===== config.mk =====
export PLATFORM = sky130hd
export DESIGN_NAME = rac_top
export DESIGN_NICKNAME = d
export VERILOG_FILES = /design/src/rtl/rac_pkg.sv /design/src/rtl/rac_axil.sv /design/src/rtl/rac_calendar.sv /design/src/rtl/rac_top.sv
export VERILOG_INCLUDE_DIRS = /design/src /design/src/rtl
export SDC_FILE = /design/constraint.sdc
export NUM_CORES = 1
export LEC_CHECK = 0
export BUFFER_PORTS_ARGS = -buffer_cell sky130_fd_sc_hd__clkbuf_2
export CAP_MARGIN = 0
export CORE_ASPECT_RATIO = 2
export CORE_MARGIN = 2
export CORE_UTILIZATION = 43
export DETAILED_ROUTE_END_ITERATION = 10
export PLACE_DENSITY = 0.63
export SLEW_MARGIN = 20
export SYNTH_ARGS = -nofsm -noshare
export SYNTH_HDL_FRONTEND = slang
export SYNTH_HIERARCHICAL = 1
export SYNTH_SLANG_ARGS = --single-unit

===== constraint.sdc =====
create_clock -name CORE_CLK_IN -period 3.2 [get_ports CORE_CLK_IN]
set_input_delay 0 -clock CORE_CLK_IN [delete_from_list [all_inputs] [get_ports CORE_CLK_IN]]
set_output_delay 0 -clock CORE_CLK_IN [all_outputs]
set_load 0.005 [all_outputs]

===== src/rtl/rac_defs.svh =====
// Constants for the RTC alarm control block
// Behaviour
// - Alarm enable bit 15 gates alarm operation
// - Wrap option lets repeat counter roll to 0xff
// - Without wrap, repeat counter stops at zero
// - Disabled alarm: pulse value write sets pulse
// - Enabled alarm: pulse value read-only, shows pulse
// - Sync flag high within 32 ticks of rollover
// - Interval select picks half-second up to yearly
// - Yearly alarm on Feb 29 fires leap years
// - Hardware clears enable on last alarm event
// - Register read completes within 32 bus clocks
// - Alarm control cleared only by power-on reset
// - Date register holds BCD fields at fixed bits
// - Date writes need calendar write unlock bit
`ifndef RAC_DEFS_SVH
`define RAC_DEFS_SVH

// ----------------------------------------------------------------
// Register offsets (byte addresses)
// ----------------------------------------------------------------
`define RAC_OFS_ALARM 8'h00
`define RAC_OFS_DATE 8'h04
`define RAC_OFS_CTRL 8'h08
`define RAC_OFS_TGT 8'h0c
`define RAC_OFS_STAT 8'h10
`define RAC_OFS_MASK 8'h14

// ----------------------------------------------------------------
// Field positions and reset values
// ----------------------------------------------------------------
`define RAC_BIT_ALM_EN 15
`define RAC_BIT_WRAP 14
`define RAC_BIT_PULSE 13
`define RAC_BIT_SYNC 12
`define RAC_BIT_RTC_ON 15
`define RAC_BIT_UNLOCK 3
`define RAC_DATE_IMPL 32'hff1f3f07
`define RAC_TGT_IMPL 32'h001f3f00
`define RAC_DATE_RST 32'h00010100
`define RAC_TGT_RST 32'h00010100
`define RAC_RPT_WRAP 8'hff
`define RAC_RESP_OKAY 2'h0

// ----------------------------------------------------------------
// Timing
// ----------------------------------------------------------------
`define RAC_CORE_CLK_HZ 100000000
`define RAC_RTC_CLK_HZ 32768
`define RAC_RTC_TICK_CYCLES (`RAC_CORE_CLK_HZ / `RAC_RTC_CLK_HZ)
`define RAC_HALF_SEC_TICKS 16384
`define RAC_SYNC_GUARD 32
`define RAC_READ_LIMIT 32

`endif


===== src/rtl/rac_pkg.sv =====
// Types shared by the RTC alarm control modules
package rac_pkg;
	typedef enum logic [3:0] {
		RAC_IV_HALF, RAC_IV_SEC, RAC_IV_10SEC, RAC_IV_MIN, RAC_IV_10MIN,
		RAC_IV_HOUR, RAC_IV_DAY, RAC_IV_WEEK, RAC_IV_MONTH, RAC_IV_YEAR
	} rac_interval_e;

	typedef struct packed {
		logic aw_held;
		logic w_held;
		logic awready;
		logic wready;
		logic bvalid;
		logic wr_en;
		logic [7:0] waddr;
		logic [31:0] wdata;
		logic [3:0] wstrb;
		logic arready;
		logic rd_en;
		logic [7:0] raddr;
		logic rvalid;
		logic [31:0] rdata;
	} rac_axil_s;

	typedef struct packed {
		logic [31:0] date;
	} rac_cal_s;

	typedef struct packed {
		logic alarm_enable;
		logic wrap;
		logic pulse;
		logic [3:0] interval;
		logic [7:0] rpt;
		logic rtc_on;
		logic unlock;
		logic [31:0] tgt;
		logic irq_status;
		logic irq_mask;
		logic irq;
		logic alarm_evt;
		logic [15:0] div;
		logic [15:0] presc;
		logic half;
		logic [3:0] sec_u;
		logic [2:0] sec_t;
		logic [3:0] min_u;
		logic [2:0] min_t;
		logic [4:0] hour;
	} rac_main_s;
endpackage


===== src/rtl/rac_axil.sv =====
// AXI4-Lite register slave for the RTC alarm control block
`include "rac_defs.svh"
module rac_axil import rac_pkg::*; (
	input wire logic clk_in,
	input wire logic rst_n_in,
	input wire logic [7:0] awaddr_in,
	input wire logic awvalid_in,
	output logic awready_out,
	input wire logic [31:0] wdata_in,
	input wire logic [3:0] wstrb_in,
	input wire logic wvalid_in,
	output logic wready_out,
	output logic [1:0] bresp_out,
	output logic bvalid_out,
	input wire logic bready_in,
	input wire logic [7:0] araddr_in,
	input wire logic arvalid_in,
	output logic arready_out,
	output logic [31:0] rdata_out,
	output logic [1:0] rresp_out,
	output logic rvalid_out,
	input wire logic rready_in,
	output logic wr_en_out,
	output logic [7:0] wr_addr_out,
	output logic [31:0] wr_data_out,
	output logic [3:0] wr_strb_out,
	output logic [7:0] rd_addr_out,
	input wire logic [31:0] rd_data_in
);
	rac_axil_s s;
	rac_axil_s n;

	always_comb begin
		n = s;
		n.wr_en = 1'b0;
		n.rd_en = 1'b0;
		if (awvalid_in && s.awready) begin
			n.aw_held = 1'b1;
			n.waddr = awaddr_in;
		end
		if (wvalid_in && s.wready) begin
			n.w_held = 1'b1;
			n.wdata = wdata_in;
			n.wstrb = wstrb_in;
		end
		if (s.bvalid && bready_in) begin
			n.bvalid = 1'b0;
		end
		if (s.aw_held && s.w_held && !s.bvalid) begin
			n.wr_en = 1'b1;
			n.aw_held = 1'b0;
			n.w_held = 1'b0;
			n.bvalid = 1'b1;
		end
		n.awready = !n.aw_held && !n.bvalid;
		n.wready = !n.w_held && !n.bvalid;
		if (arvalid_in && s.arready) begin
			n.arready = 1'b0;
			n.rd_en = 1'b1;
			n.raddr = araddr_in;
		end
		// Data fixed two edges after the address: far inside the read limit
		if (s.rd_en) begin
			n.rvalid = 1'b1;
			n.rdata = rd_data_in;
		end
		if (s.rvalid && rready_in) begin
			n.rvalid = 1'b0;
			n.arready = 1'b1;
		end
	end

	always_ff @(posedge clk_in or negedge rst_n_in) begin
		if (!rst_n_in) begin
			s <= '{awready: 1'b1, wready: 1'b1, arready: 1'b1, default: '0};
		end else begin
			s <= n;
		end
	end

	assign awready_out = s.awready;
	assign wready_out = s.wready;
	assign bresp_out = `RAC_RESP_OKAY;
	assign bvalid_out = s.bvalid;
	assign arready_out = s.arready;
	assign rdata_out = s.rdata;
	assign rresp_out = `RAC_RESP_OKAY;
	assign rvalid_out = s.rvalid;
	assign wr_en_out = s.wr_en;
	assign wr_addr_out = s.waddr;
	assign wr_data_out = s.wdata;
	assign wr_strb_out = s.wstrb;
	assign rd_addr_out = s.raddr;
endmodule // rac_axil


===== src/rtl/rac_calendar.sv =====
// BCD calendar date register with day advance
`include "rac_defs.svh"
module rac_calendar import rac_pkg::*; (
	input wire logic clk_in,
	input wire logic rst_n_in,
	input wire logic soft_rst_in,
	input wire logic day_tick_in,
	input wire logic wr_en_in,
	input wire logic unlock_in,
	input wire logic [31:0] wr_data_in,
	input wire logic [31:0] wr_mask_in,
	output logic [31:0] date_out,
	output logic [31:0] next_date_out
);
	rac_cal_s s;
	rac_cal_s n;

	function automatic logic [7:0] bcd_inc(input logic [7:0] v);
		if (v == 8'h99) begin
			return 8'h00;
		end else if (v[3:0] == 4'h9) begin
			return {v[7:4] + 4'h1, 4'h0};
		end
		return v + 8'h01;
	endfunction

	always_comb begin
		logic [7:0] yr;
		logic [7:0] mo;
		logic [7:0] dy;
		logic [7:0] last;
		logic leap;
		logic [31:0] nd;
		logic [7:0] mi;
		logic [7:0] di;
		last = 8'h31;
		yr = s.date[31:24];
		mo = {3'h0, s.date[20:16]};
		dy = {2'h0, s.date[13:8]};
		mi = bcd_inc(mo);
		di = bcd_inc(dy);
		// Year mod 4 straight from the BCD digits, no binary convert
		leap = yr[4] ? (yr[3:0] == 4'h2 || yr[3:0] == 4'h6)
			: (yr[3:0] == 4'h0 || yr[3:0] == 4'h4 || yr[3:0] == 4'h8);
		case (mo)
			8'h02: last = leap ? 8'h29 : 8'h28;
			8'h04, 8'h06, 8'h09, 8'h11: last = 8'h30;
			default: last = 8'h31;
		endcase
		nd = s.date;
		nd[2:0] = (s.date[2:0] == 3'h6) ? 3'h0 : s.date[2:0] + 3'h1;
		if (dy == last) begin
			nd[13:8] = 6'h01;
			if (mo == 8'h12) begin
				nd[20:16] = 5'h01;
				nd[31:24] = bcd_inc(yr);
			end else begin
				nd[20:16] = mi[4:0];
			end
		end else begin
			nd[13:8] = di[5:0];
		end
		next_date_out = nd & `RAC_DATE_IMPL;
		n = s;
		if (day_tick_in) begin
			n.date = next_date_out;
		end
		if (wr_en_in && unlock_in) begin
			n.date = ((s.date & ~wr_mask_in) | (wr_data_in & wr_mask_in)) & `RAC_DATE_IMPL;
		end
		if (soft_rst_in) begin
			n.date = `RAC_DATE_RST;
		end
	end

	always_ff @(posedge clk_in or negedge rst_n_in) begin
		if (!rst_n_in) begin
			s <= '{date: `RAC_DATE_RST};
		end else begin
			s <= n;
		end
	end

	assign date_out = s.date;
endmodule // rac_calendar


===== src/rtl/rac_top.sv =====
// RTC alarm control: time base, alarm engine and registers
//
// Design decisions made here: the AXI4-Lite register port and the register offsets.
`include "rac_defs.svh"
module rac_top import rac_pkg::*; #(
	parameter logic [15:0] RTC_TICK_CYCLES = 16'(`RAC_RTC_TICK_CYCLES),
	parameter logic [15:0] HALF_SEC_TICKS = 16'(`RAC_HALF_SEC_TICKS)
) (
	input wire logic CORE_CLK_IN,
	input wire logic RESET_N_IN,
	input wire logic OTHER_RESET_IN,
	input wire logic [7:0] S_AXI_AWADDR_IN,
	input wire logic S_AXI_AWVALID_IN,
	output logic S_AXI_AWREADY_OUT,
	input wire logic [31:0] S_AXI_WDATA_IN,
	input wire logic [3:0] S_AXI_WSTRB_IN,
	input wire logic S_AXI_WVALID_IN,
	output logic S_AXI_WREADY_OUT,
	output logic [1:0] S_AXI_BRESP_OUT,
	output logic S_AXI_BVALID_OUT,
	input wire logic S_AXI_BREADY_IN,
	input wire logic [7:0] S_AXI_ARADDR_IN,
	input wire logic S_AXI_ARVALID_IN,
	output logic S_AXI_ARREADY_OUT,
	output logic [31:0] S_AXI_RDATA_OUT,
	output logic [1:0] S_AXI_RRESP_OUT,
	output logic S_AXI_RVALID_OUT,
	input wire logic S_AXI_RREADY_IN,
	output logic ALARM_PULSE_OUT,
	output logic ALARM_EVENT_OUT,
	output logic IRQ_OUT
);
	localparam logic [15:0] SYNC_EDGE = HALF_SEC_TICKS - 16'(`RAC_SYNC_GUARD);
	localparam rac_main_s MAIN_RST = '{tgt: `RAC_TGT_RST, default: '0};

	rac_main_s s;
	rac_main_s n;
	logic wr_en;
	logic [7:0] wr_addr;
	logic [31:0] wr_data;
	logic [3:0] wr_strb;
	logic [7:0] rd_addr;
	logic [31:0] rd_data;
	logic [31:0] date;
	logic [31:0] next_date;
	logic day_tick;
	logic sync;
	logic [31:0] bm;
	logic [31:0] cur;
	logic [31:0] wd;

	// ----------------------------------------------------------------
	// Bus slave and calendar
	// ----------------------------------------------------------------
	rac_axil u_axil (
		.clk_in(CORE_CLK_IN),
		.rst_n_in(RESET_N_IN),
		.awaddr_in(S_AXI_AWADDR_IN),
		.awvalid_in(S_AXI_AWVALID_IN),
		.awready_out(S_AXI_AWREADY_OUT),
		.wdata_in(S_AXI_WDATA_IN),
		.wstrb_in(S_AXI_WSTRB_IN),
		.wvalid_in(S_AXI_WVALID_IN),
		.wready_out(S_AXI_WREADY_OUT),
		.bresp_out(S_AXI_BRESP_OUT),
		.bvalid_out(S_AXI_BVALID_OUT),
		.bready_in(S_AXI_BREADY_IN),
		.araddr_in(S_AXI_ARADDR_IN),
		.arvalid_in(S_AXI_ARVALID_IN),
		.arready_out(S_AXI_ARREADY_OUT),
		.rdata_out(S_AXI_RDATA_OUT),
		.rresp_out(S_AXI_RRESP_OUT),
		.rvalid_out(S_AXI_RVALID_OUT),
		.rready_in(S_AXI_RREADY_IN),
		.wr_en_out(wr_en),
		.wr_addr_out(wr_addr),
		.wr_data_out(wr_data),
		.wr_strb_out(wr_strb),
		.rd_addr_out(rd_addr),
		.rd_data_in(rd_data)
	);

	rac_calendar u_cal (
		.clk_in(CORE_CLK_IN),
		.rst_n_in(RESET_N_IN),
		.soft_rst_in(OTHER_RESET_IN),
		.day_tick_in(day_tick),
		.wr_en_in(wr_en && wr_addr == `RAC_OFS_DATE),
		.unlock_in(s.unlock),
		.wr_data_in(wr_data),
		.wr_mask_in(bm),
		.date_out(date),
		.next_date_out(next_date)
	);

	// ----------------------------------------------------------------
	// Register words
	// ----------------------------------------------------------------
	// Near a half-second edge the counter and enable may move mid-read
	assign sync = s.rtc_on && s.presc >= SYNC_EDGE;

	function automatic logic [31:0] reg_word(input logic [7:0] a, input rac_main_s st,
			input logic [31:0] dt, input logic sy);
		unique case (a)
			`RAC_OFS_ALARM: return {16'h0, st.alarm_enable, st.wrap, st.pulse, sy,
				st.interval, st.rpt};
			`RAC_OFS_DATE: return dt;
			`RAC_OFS_CTRL: return {16'h0, st.rtc_on, 11'h0, st.unlock, 3'h0};
			`RAC_OFS_TGT: return st.tgt;
			`RAC_OFS_STAT: return {31'h0, st.irq_status};
			`RAC_OFS_MASK: return {31'h0, st.irq_mask};
			default: return 32'h0;
		endcase
	endfunction

	assign rd_data = reg_word(rd_addr, s, date, sync);
	assign cur = reg_word(wr_addr, s, date, sync);
	assign bm = {{8{wr_strb[3]}}, {8{wr_strb[2]}}, {8{wr_strb[1]}}, {8{wr_strb[0]}}};
	assign wd = (cur & ~bm) | (wr_data & bm);

	// ----------------------------------------------------------------
	// Time base and alarm engine
	// ----------------------------------------------------------------
	always_comb begin
		logic rtc_tick;
		logic half_tick;
		logic sec_tick;
		logic ten_s;
		logic min_tick;
		logic ten_m;
		logic hour_tick;
		logic hit;
		rac_main_s keep;
		hit = 1'b0;
		keep = s;
		n = s;
		n.alarm_evt = 1'b0;
		rtc_tick = (s.div == RTC_TICK_CYCLES - 16'h1);
		n.div = rtc_tick ? 16'h0 : s.div + 16'h1;
		half_tick = 1'b0;
		if (rtc_tick && s.rtc_on) begin
			half_tick = (s.presc == HALF_SEC_TICKS - 16'h1);
			n.presc = half_tick ? 16'h0 : s.presc + 16'h1;
		end
		sec_tick = half_tick && s.half;
		ten_s = sec_tick && s.sec_u == 4'h9;
		min_tick = ten_s && s.sec_t == 3'h5;
		ten_m = min_tick && s.min_u == 4'h9;
		hour_tick = ten_m && s.min_t == 3'h5;
		day_tick = hour_tick && s.hour == 5'd23;
		if (half_tick) begin
			n.half = !s.half;
		end
		if (sec_tick) begin
			n.sec_u = ten_s ? 4'h0 : s.sec_u + 4'h1;
		end
		if (ten_s) begin
			n.sec_t = min_tick ? 3'h0 : s.sec_t + 3'h1;
		end
		if (min_tick) begin
			n.min_u = ten_m ? 4'h0 : s.min_u + 4'h1;
		end
		if (ten_m) begin
			n.min_t = hour_tick ? 3'h0 : s.min_t + 3'h1;
		end
		if (hour_tick) begin
			n.hour = day_tick ? 5'd0 : s.hour + 5'd1;
		end
		// Reserved codes never fire
		unique case (rac_interval_e'(s.interval))
			RAC_IV_HALF: hit = half_tick;
			RAC_IV_SEC: hit = sec_tick;
			RAC_IV_10SEC: hit = ten_s;
			RAC_IV_MIN: hit = min_tick;
			RAC_IV_10MIN: hit = ten_m;
			RAC_IV_HOUR: hit = hour_tick;
			RAC_IV_DAY: hit = day_tick;
			RAC_IV_WEEK: hit = day_tick && next_date[2:0] == 3'h0;
			RAC_IV_MONTH: hit = day_tick && next_date[13:8] == 6'h01;
			// A Feb 29 target only exists in leap years
			RAC_IV_YEAR: hit = day_tick
				&& (next_date & `RAC_TGT_IMPL) == s.tgt;
			default: hit = 1'b0;
		endcase
		if (hit && s.alarm_enable) begin
			n.alarm_evt = 1'b1;
			n.pulse = !s.pulse;
			if (s.rpt != 8'h00) begin
				n.rpt = s.rpt - 8'h01;
			end else if (s.wrap) begin
				n.rpt = `RAC_RPT_WRAP;
			end else begin
				n.alarm_enable = 1'b0;
			end
		end
		// Software write lands after the event in the same cycle
		if (wr_en) begin
			unique case (wr_addr)
				`RAC_OFS_ALARM: begin
					n.alarm_enable = wd[`RAC_BIT_ALM_EN];
					n.wrap = wd[`RAC_BIT_WRAP];
					if (!s.alarm_enable) begin
						n.pulse = wd[`RAC_BIT_PULSE];
					end
					n.interval = wd[11:8];
					n.rpt = wd[7:0];
				end
				`RAC_OFS_CTRL: begin
					n.rtc_on = wd[`RAC_BIT_RTC_ON];
					n.unlock = wd[`RAC_BIT_UNLOCK];
				end
				`RAC_OFS_TGT: n.tgt = wd & `RAC_TGT_IMPL;
				`RAC_OFS_MASK: n.irq_mask = wd[0];
				default: ;
			endcase
		end
		// Set beats a write-one clear in the same cycle
		n.irq_status = (s.irq_status && !(wr_en && wr_addr == `RAC_OFS_STAT
			&& wr_strb[0] && wr_data[0])) || n.alarm_evt;
		// Alarm control survives every reset but power-on
		if (OTHER_RESET_IN) begin
			keep = n;
			n = MAIN_RST;
			n.alarm_enable = keep.alarm_enable;
			n.wrap = keep.wrap;
			n.pulse = keep.pulse;
			n.interval = keep.interval;
			n.rpt = keep.rpt;
		end
		n.irq = n.irq_status && n.irq_mask;
	end

	always_ff @(posedge CORE_CLK_IN or negedge RESET_N_IN) begin
		if (!RESET_N_IN) begin
			s <= MAIN_RST;
		end else begin
			s <= n;
		end
	end

	assign ALARM_PULSE_OUT = s.pulse;
	assign ALARM_EVENT_OUT = s.alarm_evt;
	assign IRQ_OUT = s.irq;
endmodule // rac_top


==> metrics.md <==
| Metric | Value |
|---|---|
| Drt total wl | `34,300 um` |
| Diodes inserted | `0` |
| Via count | `approximately 9,600` |
| Met1 Use GR | `0.246` |
| DRC | `0` |
| Syn. warnings | `6` |
| Period minus WS final | `3600 ps` |
| Syn Std Cell Area | `12,000 sq um` |
| Vias in the first global route | `~10,000` |
| Crit path launch type | `register` |
| CP dominant cell by count | `buf_4` |
| Fmax | `278 MHz` |
| Deepest clock path buffer count | `2` |
| Layout Skew | `around 10 ps` |
| DR vias/cell | `5.64` |
| Initial Util | `0.436` |
| Kind of critical path | `reg -> reg` |
| GPL Wtd Cong | `0.953` |
| Synth Area per Inst | `9.77 sq um` |
| Status | `finished with violations` |
| Routed Antenna Nets | `0` |
| Clock Latency Late Sink | `460 ps` |
| # nets final | `roughly 1,400` |
| IO buf count | `96` |
| Cts bufs inserted | `17` |
| Buf+Inv Stages, Crit Path | `2` |
| Fin. max-slew vios | `0` |
| Row count | `86` |
| Worst-path fanout max | `5` |
| Worst EP required | `between 3000 and 4000 ps` |
| Violated checks | `setup timing` |
| Ratio of cells with drive above 1 in the final layout | `0.283` |
| Final WS setup | `-401 ps` |
| Clock Pin Slew Worst Setup and Hold Paths | `about 80 ps` |
| Ports | `104` |
| Unrepaired setup endpoints after global routing | `yes` |
| Grt met3 use | `0.0377` |
| H-tree depth | `4` |
| Fin area | `14,100 sq um` |
| Largest net degree at the start of global routing | `102` |
| Initial antenna violation count | `0` |
| HP Class | `in -> reg` |
| Final Cycle Share | `1.13` |
| Total track usage | `0.246` |
| Die height | `between 200 and 250 um` |
| Core area | `27,400 sq um` |
| FF-to-FF path depth | `13` |
| P per Cell Area | `~530 nW/um^2` |
| Crit path max-delay family | `simple AND/OR/NAND/NOR gates` |
| WL/cell | `between 20 and 25 um` |
| M2 GR Usage | `0.467` |
| Crit. End Element | `register` |
| Placement Cell Area | `about 13,000 sq um` |
| First-pass GRT wire length | `roughly 55,000 um` |
| Max-Slew Margin vs Limit | `0.329` |
| Slowest stage delay, CP | `approximately 520 ps` |
| First-pass iteration count of the detailed router | `5` |
| Lkg Pwr | `0.00615 uW` |
| Die area | `29,300 sq um` |
| Slew @ Worst Pin | `between 1000 and 1500 ps` |
| Slowest CP cell | `or4_4` |
| Peak supply drop | `approximately 0.00050 V` |
| Final Hold Viols | `0` |
| Critical path data arrival time | `about 4000 ps` |
| Post-Syn Instances | `1,226` |
| Root buf cell | `clkbuf_16` |
| Smallest hold slack | `around 160 ps` |
| Final Power | `approximately 7500 uW` |
| Max_cap viols | `0` |
| Area grow syn2layout | `17.6%` |
| Worst Hold Depth | `2` |
| Critical path depth | `13` |
| Final setup vio count | `13` |
| # clock sinks | `about 200` |
| DR iter-0 viols | `521` |
| Grt peak-use layer | `met2` |
| Fillers | `between 2,000 and 2,500` |
| CTS tree | `built` |
| Worst-path cell chain | `nor4b_4 > buf_4 > o2111ai_4 > and4_4 > or4_4 > xnor2_2 > xnor2_1 > nand4_1 > nor4_4 > o311ai_2 > buf_4 > or3b_1 > a31oi_1` |
| DP Wirelength | `~25,000 um` |
| Die width | `approximately 120 um` |
| Total gr overflow | `0` |
where the power goes:
part / switching (uW) / internal [uW] / total [uW] / leakage [uW]
logic: 851 / 879 / 1730 / 0.00326
registers: 552 / 2880 / 3430 / 0.00258
clock network: 1030 / 1270 / 2310 / 0.000304
total: 2440 / 5030 / 7470 / 0.00615
cells in the final DEF (no fill, tap or decap), types with 10 or more instances in the layout:
cell type,n
clkbuf_2,95
conb_1,14
and2_1,19
dfrtp_1,189
xnor2_1,22
ha_1,21
nor3_1,24
clkbuf_16,17
nand4_1,17
nor2_1,117
nand2_1,73
o31ai_1,10
a21oi_1,53
o21ai_0,53
nor3b_1,10
xor2_1,15
a211oi_1,10
nand3_1,36
or3_1,17
mux2_2,72
mux2i_1,52
inv_1,30
buf_4,85
dlygate4sd3_1,56
mux2_4,19
nor2b_1,13
a31oi_1,13
worst paths after layout:
check	start	endpoint	slack [ps]
hold / removal	OTHER_RESET_IN	u_cal/date_out[2]	160
min in group asynchronous	RESET_N_IN	u_axil/wr_data_out[6]	200
max in group asynchronous	RESET_N_IN	s[72]	2150
setup reg to reg	u_cal/date_out[19]	s[94]	-400
hold reg to reg	u_axil/s[91]	u_axil/wready_out	470
setup / recovery	u_cal/date_out[19]	s[94]	-400
layout make-up:
| class | count | area (sq um) | area share |
|---|---|---|---|
| Timing Repair Buffer | 245 | 1800 | 0.128 |
| Tap cell | 352 | 440 | 0.0313 |
| Clock buffer | 18 | 439 | 0.0312 |
| Inverter | 32 | 120 | 0.00853 |
| Clock inverter | 13 | 184 | 0.0131 |
| Sequential cell | 196 | 4910 | 0.349 |
| Multi-Input combinational cell | 853 | 6190 | 0.439 |
worst reg2reg max path, stage by stage, from the launching register on:
cell	delay [ps]
dfrtp_1	420
nor4b_4	390
buf_4	190
o2111ai_4	130
and4_4	190
or4_4	520
xnor2_2	160
xnor2_1	170
nand4_1	160
nor4_4	370
o311ai_2	120
buf_4	190
or3b_1	370
a31oi_1	160
registers in the layout (all words and copies together) (netlist names), 3 cells and up:
register and cells:
u_axil/wr_strb_out 4, u_axil/rdata_out 32, s 81, u_axil/s 3, u_axil/wr_data_out 29, u_axil/wr_addr_out 8, u_cal/date_out 22, u_axil/rd_addr_out 8
what timing repair did:
| item | in CTS | in global routing |
|---|---|---|
| hold buffers | 56 | 0 |
| setup buffers | 4 | 3 |
| gates resized for setup | 18 | 24 |
| endpoints found under the setup margin | 13 | 13 |
| pin swaps | 15 | 16 |
| endpoints found under the hold margin | 148 | 0 |
through the flow:
| stage | TNS, ps | setup WS (ps) | instances | util |
|---|---|---|---|---|
| 2_1_floorplan | -818 | -178 | 1238 | - |
| 3_3_place_gp | -2880 | -349 | 1615 | 0.461 |
| 3_5_place_dp | -3880 | -418 | 1615 | 0.461 |
| 4_1_cts | -3740 | -413 | 1706 | 0.509 |
| 5_1_grt | -6010 | -554 | 1709 | 0.513 |
| 6_report | -4300 | -401 | 1709 | 0.513 |
per-layer routing:
metal / vias to the layer above / wire [um]
li1: 4513 / -
met1: 4810 / 12300
met2: 212 / 19100
met3: 97 / 966
met4: 0 / 1960
met5: - / 0
Power figures use the tool's default switching activity.
